[config.mk]
export PLATFORM = sky130hd
export DESIGN_NAME = flash_host
export DESIGN_NICKNAME = d
export VERILOG_FILES = /design/src/flash_host_pkg.sv /design/src/flash_host.sv
export SDC_FILE = /design/constraint.sdc
export NUM_CORES = 1
export LEC_CHECK = 0
export BUFFER_PORTS_ARGS = -buffer_cell sky130_fd_sc_hd__buf_4
export CAP_MARGIN = 20
export CORE_UTILIZATION = 48
export DETAILED_ROUTE_END_ITERATION = 6
export PLACE_DENSITY = 0.73
export SYNTH_ARGS = -nofsm -noshare
export SYNTH_HDL_FRONTEND = slang
export SYNTH_SLANG_ARGS = --single-unit
[constraint.sdc]
create_clock -name clock -period 5.1 [get_ports clock]
set_input_delay 1.02 -clock clock [delete_from_list [all_inputs] [get_ports clock]]
set_output_delay 1.02 -clock clock [all_outputs]
set_load 0.01 [all_outputs]
[src/flash_host_pkg.sv]
// Purpose: Shared constants and types for the parallel flash host controller.
// Assumes: One 100 MHz clock; all times are rounded up to whole clock cycles.
// Notes: Access, strobe and wake times are plain defaults; adjust to the part used.
package flash_host_pkg;

  // ---------------------------------------------------------------------------
  // Widths and clock
  // ---------------------------------------------------------------------------
  localparam int unsigned ADDR_W = 21;     // Word address space of 2M sixteen-bit locations.
  localparam int unsigned DATA_W = 16;     // All sixteen data lines.
  localparam int unsigned CNT_W = 16;      // Width of the timing counter.
  localparam int unsigned CLOCK_MHZ = 100; // Clock rate in MHz.
  localparam int unsigned NS_PER_US = 1000; // Nanoseconds in one microsecond.

  // ---------------------------------------------------------------------------
  // Times in nanoseconds
  // ---------------------------------------------------------------------------
  localparam int unsigned PD_LOW_NS = 100;      // Least low time of reset_powerdown_n.
  localparam int unsigned ACCESS_NS = 100;      // Read access allowance, plain default.
  localparam int unsigned WE_LOW_NS = 50;       // Write strobe low width, plain default.
  localparam int unsigned RECOVER_NS = 20;      // Idle gap between bus cycles, plain default.
  localparam int unsigned WAKE_WRITE_NS = 1000; // wake_to_write_time, plain default.
  localparam int unsigned WAKE_DATA_NS = 1000;  // wake_to_data_valid_time, plain default.

  // Rounds a least time up to whole cycles, never below one cycle.
  function automatic int unsigned ns_to_cycles(input int unsigned ns);
    int unsigned cyc;
    cyc = (ns * CLOCK_MHZ + NS_PER_US - 1) / NS_PER_US;
    return (cyc == 0) ? 1 : cyc;
  endfunction : ns_to_cycles

  // ---------------------------------------------------------------------------
  // Cycle counts
  // ---------------------------------------------------------------------------
  localparam logic [CNT_W-1:0] PD_CYCLES = CNT_W'(ns_to_cycles(PD_LOW_NS));
  localparam logic [CNT_W-1:0] ACCESS_CYCLES = CNT_W'(ns_to_cycles(ACCESS_NS));
  localparam logic [CNT_W-1:0] WE_CYCLES = CNT_W'(ns_to_cycles(WE_LOW_NS));
  localparam logic [CNT_W-1:0] RECOVER_CYCLES = CNT_W'(ns_to_cycles(RECOVER_NS));
  // The wake wait covers both the data-valid and the write interval.
  localparam logic [CNT_W-1:0] WAKE_CYCLES =
    CNT_W'((WAKE_WRITE_NS > WAKE_DATA_NS) ? ns_to_cycles(WAKE_WRITE_NS)
                                          : ns_to_cycles(WAKE_DATA_NS));
  localparam logic [CNT_W-1:0] WAKE_WRITE_CYCLES = CNT_W'(ns_to_cycles(WAKE_WRITE_NS));
  localparam logic [CNT_W-1:0] CNT_ONE = 16'h0001; // Counter step.

  // One bus request from the user side.
  typedef struct packed {
    logic write;              // High for a command write, low for a read.
    logic [ADDR_W-1:0] addr;  // Target address.
    logic [DATA_W-1:0] data;  // Command or write data.
  } req_t;

  // Controller states, one-hot.
  typedef enum logic [6:0] {
    ST_IDLE = 7'h01,
    ST_READ = 7'h02,
    ST_WSETUP = 7'h04,
    ST_WLOW = 7'h08,
    ST_WHOLD = 7'h10,
    ST_PDOWN = 7'h20,
    ST_WAKE = 7'h40
  } state_t;

endpackage : flash_host_pkg

[src/flash_host.sv]
// Purpose: Host-side bus cycle engine that reads and writes a parallel flash.
// Assumes: Pins are synchronous to clock; the flash keeps its own protection rules.
// Notes: srst also holds the flash in deep power-down, so both reset together.
`timescale 1ns/1ps
module flash_host (
  input wire logic clock,
  input wire logic srst,
  input wire logic req_valid,
  input wire flash_host_pkg::req_t req,
  output logic req_ready,
  output logic rsp_valid,
  output logic [flash_host_pkg::DATA_W-1:0] rsp_data,
  input wire logic powerdown_req,
  output logic device_busy,
  output logic chip_select_a_n,
  output logic chip_select_b_n,
  output logic output_enable_n,
  output logic write_enable_n,
  output logic reset_powerdown_n,
  output logic [flash_host_pkg::ADDR_W-1:0] address,
  output logic [flash_host_pkg::DATA_W-1:0] data_out,
  output logic data_oe,
  input wire logic [flash_host_pkg::DATA_W-1:0] data_in,
  input wire logic busy_status_output
);

  // ---------------------------------------------------------------------------
  // State and counters
  // ---------------------------------------------------------------------------
  flash_host_pkg::state_t state_reg; // Current bus phase.
  flash_host_pkg::state_t state_next; // Next bus phase.
  logic [flash_host_pkg::CNT_W-1:0] cnt_reg; // Cycles left in the phase.
  logic [flash_host_pkg::CNT_W-1:0] cnt_next; // Next counter value.
  logic accept; // A request is taken this cycle.
  logic cycle_on_next; // Select is low in the next phase.

  // A request is only taken when the handshake completes.
  assign accept = req_valid && req_ready;
  assign cycle_on_next = (state_next == flash_host_pkg::ST_READ) ||
                         (state_next == flash_host_pkg::ST_WSETUP) ||
                         (state_next == flash_host_pkg::ST_WLOW) ||
                         (state_next == flash_host_pkg::ST_WHOLD);

  // Next-state logic; a taken request wins over a power-down request.
  always_comb
  begin
    state_next = state_reg;
    cnt_next = cnt_reg;
    unique case (state_reg)
      flash_host_pkg::ST_IDLE:
      begin
        if (cnt_reg != 0)
        begin
          // Recovery gap between bus cycles.
          cnt_next = cnt_reg - flash_host_pkg::CNT_ONE;
        end
        else if (accept && req.write)
        begin
          state_next = flash_host_pkg::ST_WSETUP;
        end
        else if (accept)
        begin
          state_next = flash_host_pkg::ST_READ;
          cnt_next = flash_host_pkg::ACCESS_CYCLES - flash_host_pkg::CNT_ONE;
        end
        else if (powerdown_req)
        begin
          state_next = flash_host_pkg::ST_PDOWN;
          cnt_next = flash_host_pkg::PD_CYCLES - flash_host_pkg::CNT_ONE;
        end
      end
      flash_host_pkg::ST_READ:
      begin
        if (cnt_reg == 0)
        begin
          state_next = flash_host_pkg::ST_IDLE;
          cnt_next = flash_host_pkg::RECOVER_CYCLES;
        end
        else
        begin
          cnt_next = cnt_reg - flash_host_pkg::CNT_ONE;
        end
      end
      flash_host_pkg::ST_WSETUP:
      begin
        // Select and data settle one cycle before the strobe falls.
        state_next = flash_host_pkg::ST_WLOW;
        cnt_next = flash_host_pkg::WE_CYCLES - flash_host_pkg::CNT_ONE;
      end
      flash_host_pkg::ST_WLOW:
      begin
        if (cnt_reg == 0)
        begin
          state_next = flash_host_pkg::ST_WHOLD;
        end
        else
        begin
          cnt_next = cnt_reg - flash_host_pkg::CNT_ONE;
        end
      end
      flash_host_pkg::ST_WHOLD:
      begin
        // The strobe has risen first; the select rises one cycle later.
        state_next = flash_host_pkg::ST_IDLE;
        cnt_next = flash_host_pkg::RECOVER_CYCLES;
      end
      flash_host_pkg::ST_PDOWN:
      begin
        if (cnt_reg != 0)
        begin
          cnt_next = cnt_reg - flash_host_pkg::CNT_ONE;
        end
        else if (!powerdown_req)
        begin
          state_next = flash_host_pkg::ST_WAKE;
          cnt_next = flash_host_pkg::WAKE_CYCLES - flash_host_pkg::CNT_ONE;
        end
      end
      flash_host_pkg::ST_WAKE:
      begin
        if (cnt_reg == 0)
        begin
          state_next = flash_host_pkg::ST_IDLE;
        end
        else
        begin
          cnt_next = cnt_reg - flash_host_pkg::CNT_ONE;
        end
      end
    endcase
  end

  // Phase register; reset starts in power-down so the flash resets with the system.
  always_ff @(posedge clock)
  begin
    if (srst)
    begin
      state_reg <= flash_host_pkg::ST_PDOWN;
      cnt_reg <= flash_host_pkg::PD_CYCLES - flash_host_pkg::CNT_ONE;
    end
    else
    begin
      state_reg <= state_next;
      cnt_reg <= cnt_next;
    end
  end

  // ---------------------------------------------------------------------------
  // Pin strobes
  // ---------------------------------------------------------------------------
  // Strobes are registered from the next phase so they line up with state_reg.
  always_ff @(posedge clock)
  begin
    if (srst)
    begin
      chip_select_a_n <= 1'h1;
      chip_select_b_n <= 1'h1;
      output_enable_n <= 1'h1;
      write_enable_n <= 1'h1;
      reset_powerdown_n <= 1'h0;
      req_ready <= 1'h0;
    end
    else
    begin
      // Both selects move together; one high alone would only mean standby.
      chip_select_a_n <= !cycle_on_next;
      chip_select_b_n <= !cycle_on_next;
      // Only the read phase lowers output enable, never the write phases.
      output_enable_n <= (state_next != flash_host_pkg::ST_READ);
      write_enable_n <= (state_next != flash_host_pkg::ST_WLOW);
      reset_powerdown_n <= (state_next != flash_host_pkg::ST_PDOWN);
      req_ready <= (state_next == flash_host_pkg::ST_IDLE) && (cnt_next == 0);
    end
  end

  // ---------------------------------------------------------------------------
  // Address and data path
  // ---------------------------------------------------------------------------
  // Address and data are captured once per request and held for the whole cycle.
  always_ff @(posedge clock)
  begin
    if (srst)
    begin
      address <= '0;
      data_out <= '0;
      data_oe <= 1'h0;
    end
    else
    begin
      if (accept)
      begin
        address <= req.addr;
        data_out <= req.data;
      end
      // Data is driven only in write phases, so it never fights read data.
      data_oe <= (state_next == flash_host_pkg::ST_WSETUP) ||
                 (state_next == flash_host_pkg::ST_WLOW) ||
                 (state_next == flash_host_pkg::ST_WHOLD);
    end
  end

  // ---------------------------------------------------------------------------
  // Response and status
  // ---------------------------------------------------------------------------
  // Read data is sampled at the end of the access allowance.
  always_ff @(posedge clock)
  begin
    if (srst)
    begin
      rsp_valid <= 1'h0;
      rsp_data <= '0;
    end
    else
    begin
      rsp_valid <= (state_reg == flash_host_pkg::ST_READ) && (cnt_reg == 0);
      if ((state_reg == flash_host_pkg::ST_READ) && (cnt_reg == 0))
      begin
        rsp_data <= data_in;
      end
    end
  end

  // A floated status line reads high; low means the flash is busy.
  always_ff @(posedge clock)
  begin
    if (srst)
    begin
      device_busy <= 1'h0;
    end
    else
    begin
      device_busy <= !busy_status_output;
    end
  end

  // ---------------------------------------------------------------------------
  // Checks
  // ---------------------------------------------------------------------------
  localparam int ACC_D = flash_host_pkg::ACCESS_CYCLES; // Read latency in cycles.
  logic [flash_host_pkg::CNT_W-1:0] low_cnt_reg; // Cycles with powerdown pin low.
  logic [flash_host_pkg::CNT_W-1:0] high_cnt_reg; // Cycles since powerdown pin rose.

  // Saturating counters over the powerdown pin, read only by the checks.
  always_ff @(posedge clock)
  begin
    if (srst)
    begin
      low_cnt_reg <= '0;
      high_cnt_reg <= '0;
    end
    else
    begin
      low_cnt_reg <= reset_powerdown_n ? '0 :
                     ((&low_cnt_reg) ? low_cnt_reg : low_cnt_reg + flash_host_pkg::CNT_ONE);
      high_cnt_reg <= !reset_powerdown_n ? '0 :
                      ((&high_cnt_reg) ? high_cnt_reg : high_cnt_reg + flash_host_pkg::CNT_ONE);
    end
  end
endmodule : flash_host

==> run_results.csv, run 1 <==
group,metric,value,unit
power,power_density,350,mW/mm2
power,p_leak,1.99,nW
critical_path,r2r-end,"req_ready",
drt,ant_nets,0,
layout,fin_area,0.00493,mm2
sta,rsz0062_at_grt,"false",
floorplan,ios,121,
drt,vias_per_cell,5.46,
hold_path,worstHoldPathType,"flop to flop",
drt,drc_errors,0,
sta,finClkSkew,0.0111,ns
yosys,avgSynthCellArea,7.79,um2
floorplan,rows,32,
drt,post_drt_wl_per_cell,14.6,um
yosys,synth-compound-area-share,0.179,
critical_path,crit_buf_inv,1,
clock_tree,clk_pin_slew,0.09,ns
yosys,synth_edf_count,0,
clock_tree,clock_path_buffers,2,
global_route,antenna_found_initial,0,
clock_tree,root_buffer,"clkbuf_8",
critical_path,critPathLaunchType,"flop",
yosys,async_flop_share,0,
critical_path,cp_slowest_cell,"nor3_1",
critical_path,worstPathArrival,3.18,ns
yosys,synth_seq_cells,84,
global_route,grt_max_degree,73,
sta,tightest_slew,0.845,ns
placement,hpwlAfterDp,7.05,mm
drt,vias,3805,
layout,post-route-util,0.641,
drt,drt-pass1-iter-count,5,
critical_path,reg2reg_from,"cnt_reg[7]",
yosys,ys_warn_count,0,
layout,fin_nets,651,
critical_path,cp_max_fo,12,
critical_path,cp.required,5.36,ns
layout,layout_commonest_cell,"nand2_1",
clock_tree,ctsHoldBuffers,0,
placement,port_buffers,120,
global_route,grt_pass1_wl,16.6,mm
drt,drtIter0Drc,185,
sta,post-route-period-util,0.573,
layout,largest_register,"address",
yosys,synthAdderAreaFrac,0.00658,
sta,finalMaxSlewViolations,0,
global_route,grt_pass1_vias,3640,
yosys,synth-main-ff-cell,"dfxtp_1",
global_route,grt.overflow.total,0,
layout,largest_register_ffs,21,
clock_tree,cts_buffers,9,
floorplan,start_util,0.495,
sta,fmax,0.342,GHz
sta,timing.setup.tns,0,ns
sta,setup_viol,0,
critical_path,crit_path_start,"cnt_reg[7]",
floorplan,die_w,91.0,um
sta,relSlewSlack,0.432,
layout,drive_above_1_share,0.252,
power,peakVddDrop,0.221,mV
clock_tree,clk_latency,0.35,ns
status,status,"finished, final reports clean",
global_route,grt_usage,0.246,
clock_tree,clock_sinks,84,
layout,n_antenna_cell,0,
critical_path,critPathMaxStageDelay,0.72,ns
hold_path,worstHoldStart,"rsp_data[3]",
yosys,synth_nets,549,
floorplan,die_h,91.0,um
yosys,syn_inst,488,
layout,layout_common_cells,"nand2_1, buf_4, dfxtp_1",
floorplan,coreArea,0.00769,mm2
yosys,syn-cell-area,0.00380,mm2
clock_tree,cts_resized,0,
yosys,synthSimpleGateAreaFrac,0.290,
floorplan,die_area,0.00828,mm2
hold_path,holdPathEnd,"rsp_data[3]",
critical_path,cp-end-kind,"flop",
critical_path,critPathTopFamily,"simple AND/OR/NAND/NOR gates",
sta,final.min_clock_period,2.92,ns
clock_tree,h-tree-depth,3,
clock_tree,cts_tree,"done",
critical_path,worst-r2r-setup-slack,2.18,ns
clock_tree,cts_setup_buffers,0,
flow_run,drv_cap,0,
yosys,synthXorXnorAreaFrac,0.0276,
yosys,yosysUniqueCellTypes,60,
yosys,synth_mux_area_frac,0.00789,
yosys,synth_top_family_by_area,"simple AND/OR/NAND/NOR gates",
placement,placed_area,0.00470,mm2
yosys,ys_seq_area_frac,0.442,
hold_path,min_path_cells,2,
critical_path,crit_type,"flop to flop",
layout,syn2layout_area_growth,29.5,%
critical_path,path_cells,"nor3_1, and4_1, inv_2, a21o_1, a2bb2oi_2, nand3_2, nor4b_2",
placement,routabilityCongestion,0.903,
sta,hold_ws,0.454,ns
drt,wirelength,10.2,mm
critical_path,ff2ff_path_depth,7,
power,power.total,1.72,mW
sta,hold_viol_final,0,
[worst max-delay path by stage]
stage	to	cells after the start	slack [ns]
after CTS	req_ready	8	2.25
after global routing	req_ready	7	2.02
after detailed placement	req_ready	8	2.11
final	req_ready	7	2.18
after floorplan	req_ready	9	2.52
after global placement	req_ready	9	2.24
[worst reg2reg max path: stages (launching register included)]
cell	delay (ns)
dfxtp_1	0.37
nor3_1	0.72
and4_1	0.54
inv_2	0.20
a21o_1	0.22
a2bb2oi_2	0.34
nand3_2	0.16
nor4b_2	0.30
[Yosys cell counts, types with 4 or more instances]
| cell type | n | area (um2) |
|---|---|---|
| xor2_1 | 8 | 70.1 |
| dfxtp_1 | 84 | 1680 |
| nor2b_1 | 4 | 25.0 |
| buf_4 | 4 | 30.0 |
| nor4b_1 | 4 | 35.0 |
| nor4_1 | 7 | 43.8 |
| or4_1 | 4 | 30.0 |
| nand4_1 | 7 | 43.8 |
| inv_1 | 5 | 18.8 |
| nor3_1 | 8 | 40.0 |
| o21a_1 | 4 | 30.0 |
| xnor2_1 | 4 | 35.0 |
| or3_1 | 5 | 31.3 |
| nand3_1 | 10 | 50.1 |
| nor2_1 | 38 | 143 |
| o21ai_0 | 8 | 40.0 |
| nand2_1 | 128 | 480 |
| nand2b_1 | 4 | 25.0 |
| a21oi_1 | 70 | 350 |
| clkbuf_1 | 22 | 82.6 |
[where the power goes]
group          switching, mW  total (mW)  leakage [nW]  internal (mW)
Combinational          0.266       0.458          1.21          0.192
Sequential            0.0427       0.732         0.678          0.689
Clock                  0.243       0.534         0.106          0.291
[routing by layer]
metal	vias up	track usage	wire, um
li1	1880	-	-
met1	1722	0.308	4400
met2	177	0.395	4560
met3	26	0.0779	982
met4	0	0.0926	233
met5	-	0	0
[area by class of cell]
cell class                 count  area, um2
inverter                       6       22.5
fill                         697       2760
sequential                    84       1680
clock inverter                 5       83.8
timing repair buffer         123        923
multi-input combinational    366       1950
tap                          102        128
clock buffer                  11        141
[metrics by stage]
step | std cells | worst slack [ns]
6_report | 697 | 2.18
5_1_grt | 697 | 2.02
4_1_cts | 697 | 2.25
3_5_place_dp | 681 | 2.11
3_3_place_gp | 681 | 2.24
2_1_floorplan | 488 | 2.52
[logic make-up after synthesis]
| kind of cell | Yosys count |
|---|---|
| AND/OR/NAND/NOR | 237 |
| AO/OA/AOI/OAI | 112 |
| adder cells (fa/ha/maj) | 2 |
| flip-flops | 84 |
| buffers and inverters | 38 |
| XOR/XNOR | 12 |
| multiplexers | 3 |
Note: power is estimated with default switching activity, not from simulation.
==> run 2: changes to the inputs <==
==> constraint.sdc (replaced) <==
create_clock -name clock -period 3.05 [get_ports clock]
set_input_delay 0.61 -clock clock [delete_from_list [all_inputs] [get_ports clock]]
set_output_delay 0.61 -clock clock [all_outputs]
set_load 0.01 [all_outputs]
==> run 2 against run 1 <==
  * Sequential share of layout area is 0.30 points lower
  * Sequential power rose by 67%
  * Setup slack worse by 1.8 ns
  * Routed wire length rose by 0.50%
  * Largest cell class unchanged
==> run_results.csv, run 2 (synthesized netlist as in run 1, its figures left out) <==
group,metric,value,unit
clock_tree,clock_sinks,84,
critical_path,critPathLaunchType,"flop",
sta,hold_viol_final,0,
placement,port_buffers,120,
sta,timing.setup.tns,0,ns
sta,tightest_slew,0.635,ns
drt,drc_errors,0,
layout,post-route-util,0.646,
critical_path,cp-end-kind,"flop",
placement,post-place-cells,687,
flow_run,drv_cap,0,
hold_path,worstHoldPathType,"input port to flop",
drt,vias,3829,
layout,n_antenna_cell,0,
layout,syn2layout_area_growth,30.7,%
critical_path,worst-r2r-setup-slack,0.39,ns
clock_tree,cts_resized,0,
sta,final.min_clock_period,2.66,ns
drt,post_drt_wl_per_cell,14.6,um
sta,post-route-period-util,0.873,
floorplan,die_w,91.0,um
status,status,"finished, final reports clean",
layout,layout_commonest_cell,"buf_4",
layout,largest_register_ffs,21,
layout,fin_area,0.00497,mm2
global_route,antenna_found_initial,0,
layout,largest_register,"address",
floorplan,die_area,0.00828,mm2
clock_tree,clock_path_buffers,2,
sta,setup_viol,0,
drt,wirelength,10.2,mm
critical_path,cp_max_fo,12,
power,peakVddDrop,0.274,mV
sta,rsz0062_at_grt,"false",
clock_tree,clk_pin_slew,0.08,ns
clock_tree,ctsHoldBuffers,0,
global_route,grt_pass1_wl,16.9,mm
placement,placed_area,0.00475,mm2
sta,hold_ws,0.408,ns
layout,finalNonFillerCells,702,
global_route,grt_pass1_vias,3625,
clock_tree,cts_buffers,9,
critical_path,cp.required,3.31,ns
sta,finClkSkew,0.0118,ns
sta,finalMaxSlewViolations,0,
sta,relSlewSlack,0.571,
floorplan,start_util,0.495,
power,power_density,583,mW/mm2
placement,routabilityCongestion,0.945,
floorplan,coreArea,0.00769,mm2
global_route,grt_usage,0.252,
clock_tree,h-tree-depth,3,
placement,hpwlAfterDp,7.57,mm
drt,vias_per_cell,5.45,
power,p_leak,2.02,nW
floorplan,rows,32,
critical_path,worstPathArrival,2.93,ns
drt,drt-pass1-iter-count,5,
clock_tree,cts_setup_buffers,0,
layout,drive_above_1_share,0.262,
global_route,grt.overflow.total,0,
global_route,grt_max_degree,43,
clock_tree,cts_tree,"done",
floorplan,die_h,91.0,um
floorplan,ios,121,
layout,fin_nets,657,
critical_path,crit_type,"flop to flop",
layout,layout_common_cells,"buf_4, nand2_1, dfxtp_1",
clock_tree,clk_latency,0.35,ns
drt,ant_nets,0,
drt,drtIter0Drc,214,
clock_tree,root_buffer,"clkbuf_8",
layout,fillers,685,
sta,fmax,0.376,GHz
## run 2: cell count changes in the layout (fill, tap and decap cells not counted)
cell / previous run / this run
buf_4: 123 / 129
o21a_1: 4 / 3
clkbuf_1: 1 / 0
o21a_2: 0 / 1
clkinv_4: 0 / 1
clkinvlp_4: 2 / 1
## run 2: cell type report
cell class | instances | area (um2) | share of cell area
clock buffers | 10 | 138 | 0.0277
multi-input cells | 366 | 1950 | 0.392
flip-flops and latches | 84 | 1680 | 0.338
well taps | 102 | 128 | 0.0257
inverters | 6 | 22.5 | 0.00453
clock inverters | 5 | 85.1 | 0.0171
repair buffers | 129 | 968 | 0.195
## run 2: per-stage QoR
step / setup WS (ns) / total power, mW
after floorplan: 0.623 / 1.81
after CTS: 0.349 / 2.91
final: 0.388 / 2.90
after global routing: 0.106 / 3.05
after global placement: 0.438 / 2.02
after detailed placement: 0.352 / 2.02
## run 2: power by group
| group | internal [mW] | leakage [nW] | switching, mW |
|---|---|---|---|
| registers | 1.15 | 0.678 | 0.0694 |
| logic | 0.345 | 1.24 | 0.447 |
| clock network | 0.483 | 0.109 | 0.400 |
| total | 1.98 | 2.02 | 0.917 |
## run 2: routing by layer
| metal | up-vias | share of wire | wire length [um] | global-route usage |
|---|---|---|---|---|
| met5 | - | 0 | 0 | 0 |
| met4 | 0 | 0.018 | 188 | 0.0952 |
| met3 | 20 | 0.097 | 989 | 0.0854 |
| met2 | 169 | 0.46 | 4680 | 0.389 |
| met1 | 1752 | 0.43 | 4370 | 0.325 |
| li1 | 1888 | - | - | - |
## run 2: worst paths after layout
kind         cells past startpoint     endpoint          startpoint
max reg2reg                      8    req_ready         cnt_reg[13]
min reg2reg                      2  rsp_data[4]         rsp_data[4]
max                              8    req_ready         cnt_reg[13]
min                              2  device_busy  busy_status_output
## run 2: critical path: stages, from the launching register on
cell and delay [ns]:
dfxtp_1 0.35, or3_1 0.39, nor4_1 0.34, and4_1 0.44, inv_2 0.18, a21o_1 0.20, a2bb2oi_2 0.31, nand3_2 0.11
nor4b_2 0.27
==> run 3: changes to the inputs <==
--- a/config.mk
+++ b/config.mk
@@ -7,9 +7,9 @@
 export LEC_CHECK = 0
 export BUFFER_PORTS_ARGS = -buffer_cell sky130_fd_sc_hd__buf_4
 export CAP_MARGIN = 20
-export CORE_UTILIZATION = 48
+export CORE_UTILIZATION = 38
 export DETAILED_ROUTE_END_ITERATION = 6
-export PLACE_DENSITY = 0.73
+export PLACE_DENSITY = 0.6
 export SYNTH_ARGS = -nofsm -noshare
 export SYNTH_HDL_FRONTEND = slang
 export SYNTH_SLANG_ARGS = --single-unit
==> constraint.sdc (replaced) <==
create_clock -name clock -period 3.05 [get_ports clock]
set_input_delay 0.61 -clock clock [delete_from_list [all_inputs] [get_ports clock]]
set_output_delay 0.61 -clock clock [all_outputs]
set_load 0.05 [all_outputs]
==> run 3 against run 2 <==
  * Sequential power barely moved
  * Clock power fell by 7.6%
  * Global-route usage is 5.4 points lower
  * Final area is 0.13% lower
  * Final cell count rose by 4.1%
  * Critical path depth stayed put
  * Highest routed layer unchanged
==> run_results.csv, run 3 (synthesized netlist as in run 1, its figures left out) <==
group,metric,value,unit
status,status,"finished, final reports clean",
layout,layout_common_cells,"nand2_1, buf_4, dfxtp_1",
placement,routabilityCongestion,0.885,
clock_tree,clock_sinks,84,
layout,fillers,953,
drt,vias_per_cell,5.15,
critical_path,reg2reg_from,"cnt_reg[13]",
power,power_density,573,mW/mm2
sta,finClkSkew,0.0104,ns
layout,largest_register,"address",
critical_path,cp_max_fo,12,
layout,regArea,0.00168,mm2
drt,wirelength,10.2,mm
placement,hpwlAfterDp,7.21,mm
floorplan,start_util,0.391,
clock_tree,cts_tree,"done",
global_route,use_met2,0.307,
drt,drtIter0Drc,177,
global_route,grt_pass1_vias,3456,
global_route,antenna_found_initial,0,
sta,finalMaxSlewViolations,0,
power,p_leak,2.00,nW
global_route,grt.overflow.total,0,
layout,largest_register_ffs,21,
placement,port_buffers,120,
sta,timing.setup.tns,0,ns
floorplan,rows,36,
clock_tree,h-tree-depth,3,
layout,fin_nets,654,
clock_tree,cts_buffers,9,
drt,post_drt_wl_per_cell,14.0,um
critical_path,cp.required,3.32,ns
layout,syn2layout_area_growth,30.5,%
floorplan,coreArea,0.00973,mm2
critical_path,crit_path_start,"cnt_reg[13]",
sta,setup_slack,0.197,ns
clock_tree,root_buffer,"clkbuf_8",
global_route,grt_use_met1,0.257,
critical_path,worstPathArrival,3.13,ns
drt,drc_errors,0,
sta,fmax,0.350,GHz
drt,vias,3768,
sta,hold_viol_final,0,
floorplan,die_h,102,um
drt,ant_nets,0,
power,peakVddDrop,0.240,mV
sta,tightest_slew,0.705,ns
clock_tree,clk_pin_slew,0.09,ns
drt,drt-pass1-iter-count,5,
clock_tree,clk_latency,0.36,ns
power,power.total,2.84,mW
sta,hold_ws,0.396,ns
sta,final.min_clock_period,2.85,ns
layout,multi_input_area,0.00195,mm2
critical_path,cp-end-kind,"flop",
floorplan,die_w,102,um
critical_path,critPathLaunchType,"flop",
critical_path,crit_type,"flop to flop",
floorplan,ios,121,
global_route,grt_usage,0.198,
hold_path,worstHoldStart,"busy_status_output",
global_route,grt_max_degree,41,
flow_run,drv_cap,0,
placement,dp_slack,0.197,ns
sta,post-route-period-util,0.935,
layout,layout_commonest_cell,"nand2_1",
sta,setup_viol,0,
clock_tree,cts_setup_buffers,0,
global_route,grt_pass1_wl,16.1,mm
layout,n_antenna_cell,0,
layout,post-route-util,0.510,
global_route,top_usage_layer,"met2",
global_route,grt_util_met3,0.0663,
sta,rsz0062_at_grt,"false",
sta,relSlewSlack,0.523,
hold_path,worstHoldPathType,"input port to flop",
clock_tree,clock_path_buffers,2,
layout,drive_above_1_share,0.256,
floorplan,die_area,0.0104,mm2
run 3: worst paths after layout:
check	end	slack, ns	cells after the start
worst min-delay path	device_busy	0.40	2
worst max-delay path	req_ready	0.20	8
worst max register to register	req_ready	0.20	8
worst min register to register	rsp_data[5]	0.45	2
run 3: stage by stage:
step / instance area, um2 / std cells
2_1_floorplan: 3800 / 488
3_3_place_gp: 4760 / 715
3_5_place_dp: 4760 / 715
4_1_cts: 4960 / 731
5_1_grt: 4960 / 731
6_report: 4960 / 731
run 3: worst max-delay path, cell delays in order, from the launching register on:
cell and delay (ns):
dfxtp_1 0.35, or3_1 0.39, nor4_1 0.41, and4_1 0.49, inv_2 0.19, a21o_1 0.20, a2bb2oi_2 0.34, nand3_2 0.11
nor4b_2 0.29
run 3: routing by layer:
layer  up-vias  share of wire
met4         0          0.017
met2       142           0.47
met3        15          0.079
met5         -              0
li1       1886              -
met1      1725           0.43
run 3: final cells by class:
cell class	instances	area share
clock buffers	11	0.0285
clock inverters	5	0.0118
inverters	6	0.00454
multi-input cells	366	0.392
flip-flops and latches	84	0.339
well taps	133	0.0335
repair buffers	126	0.191
run 3: timing repair:
item / 4_1_cts / 5_1_grt
endpoints found under the setup margin: 0 / 1
hold buffers: 0 / 0
gates resized for setup: 0 / 1
hold endpoints to repair: 0 / 0
run 3: report_power, final:
part / total (mW) / switching [mW] / internal, mW
combinational: 0.805 / 0.466 / 0.338
sequential: 1.22 / 0.0701 / 1.15
clock: 0.817 / 0.415 / 0.403
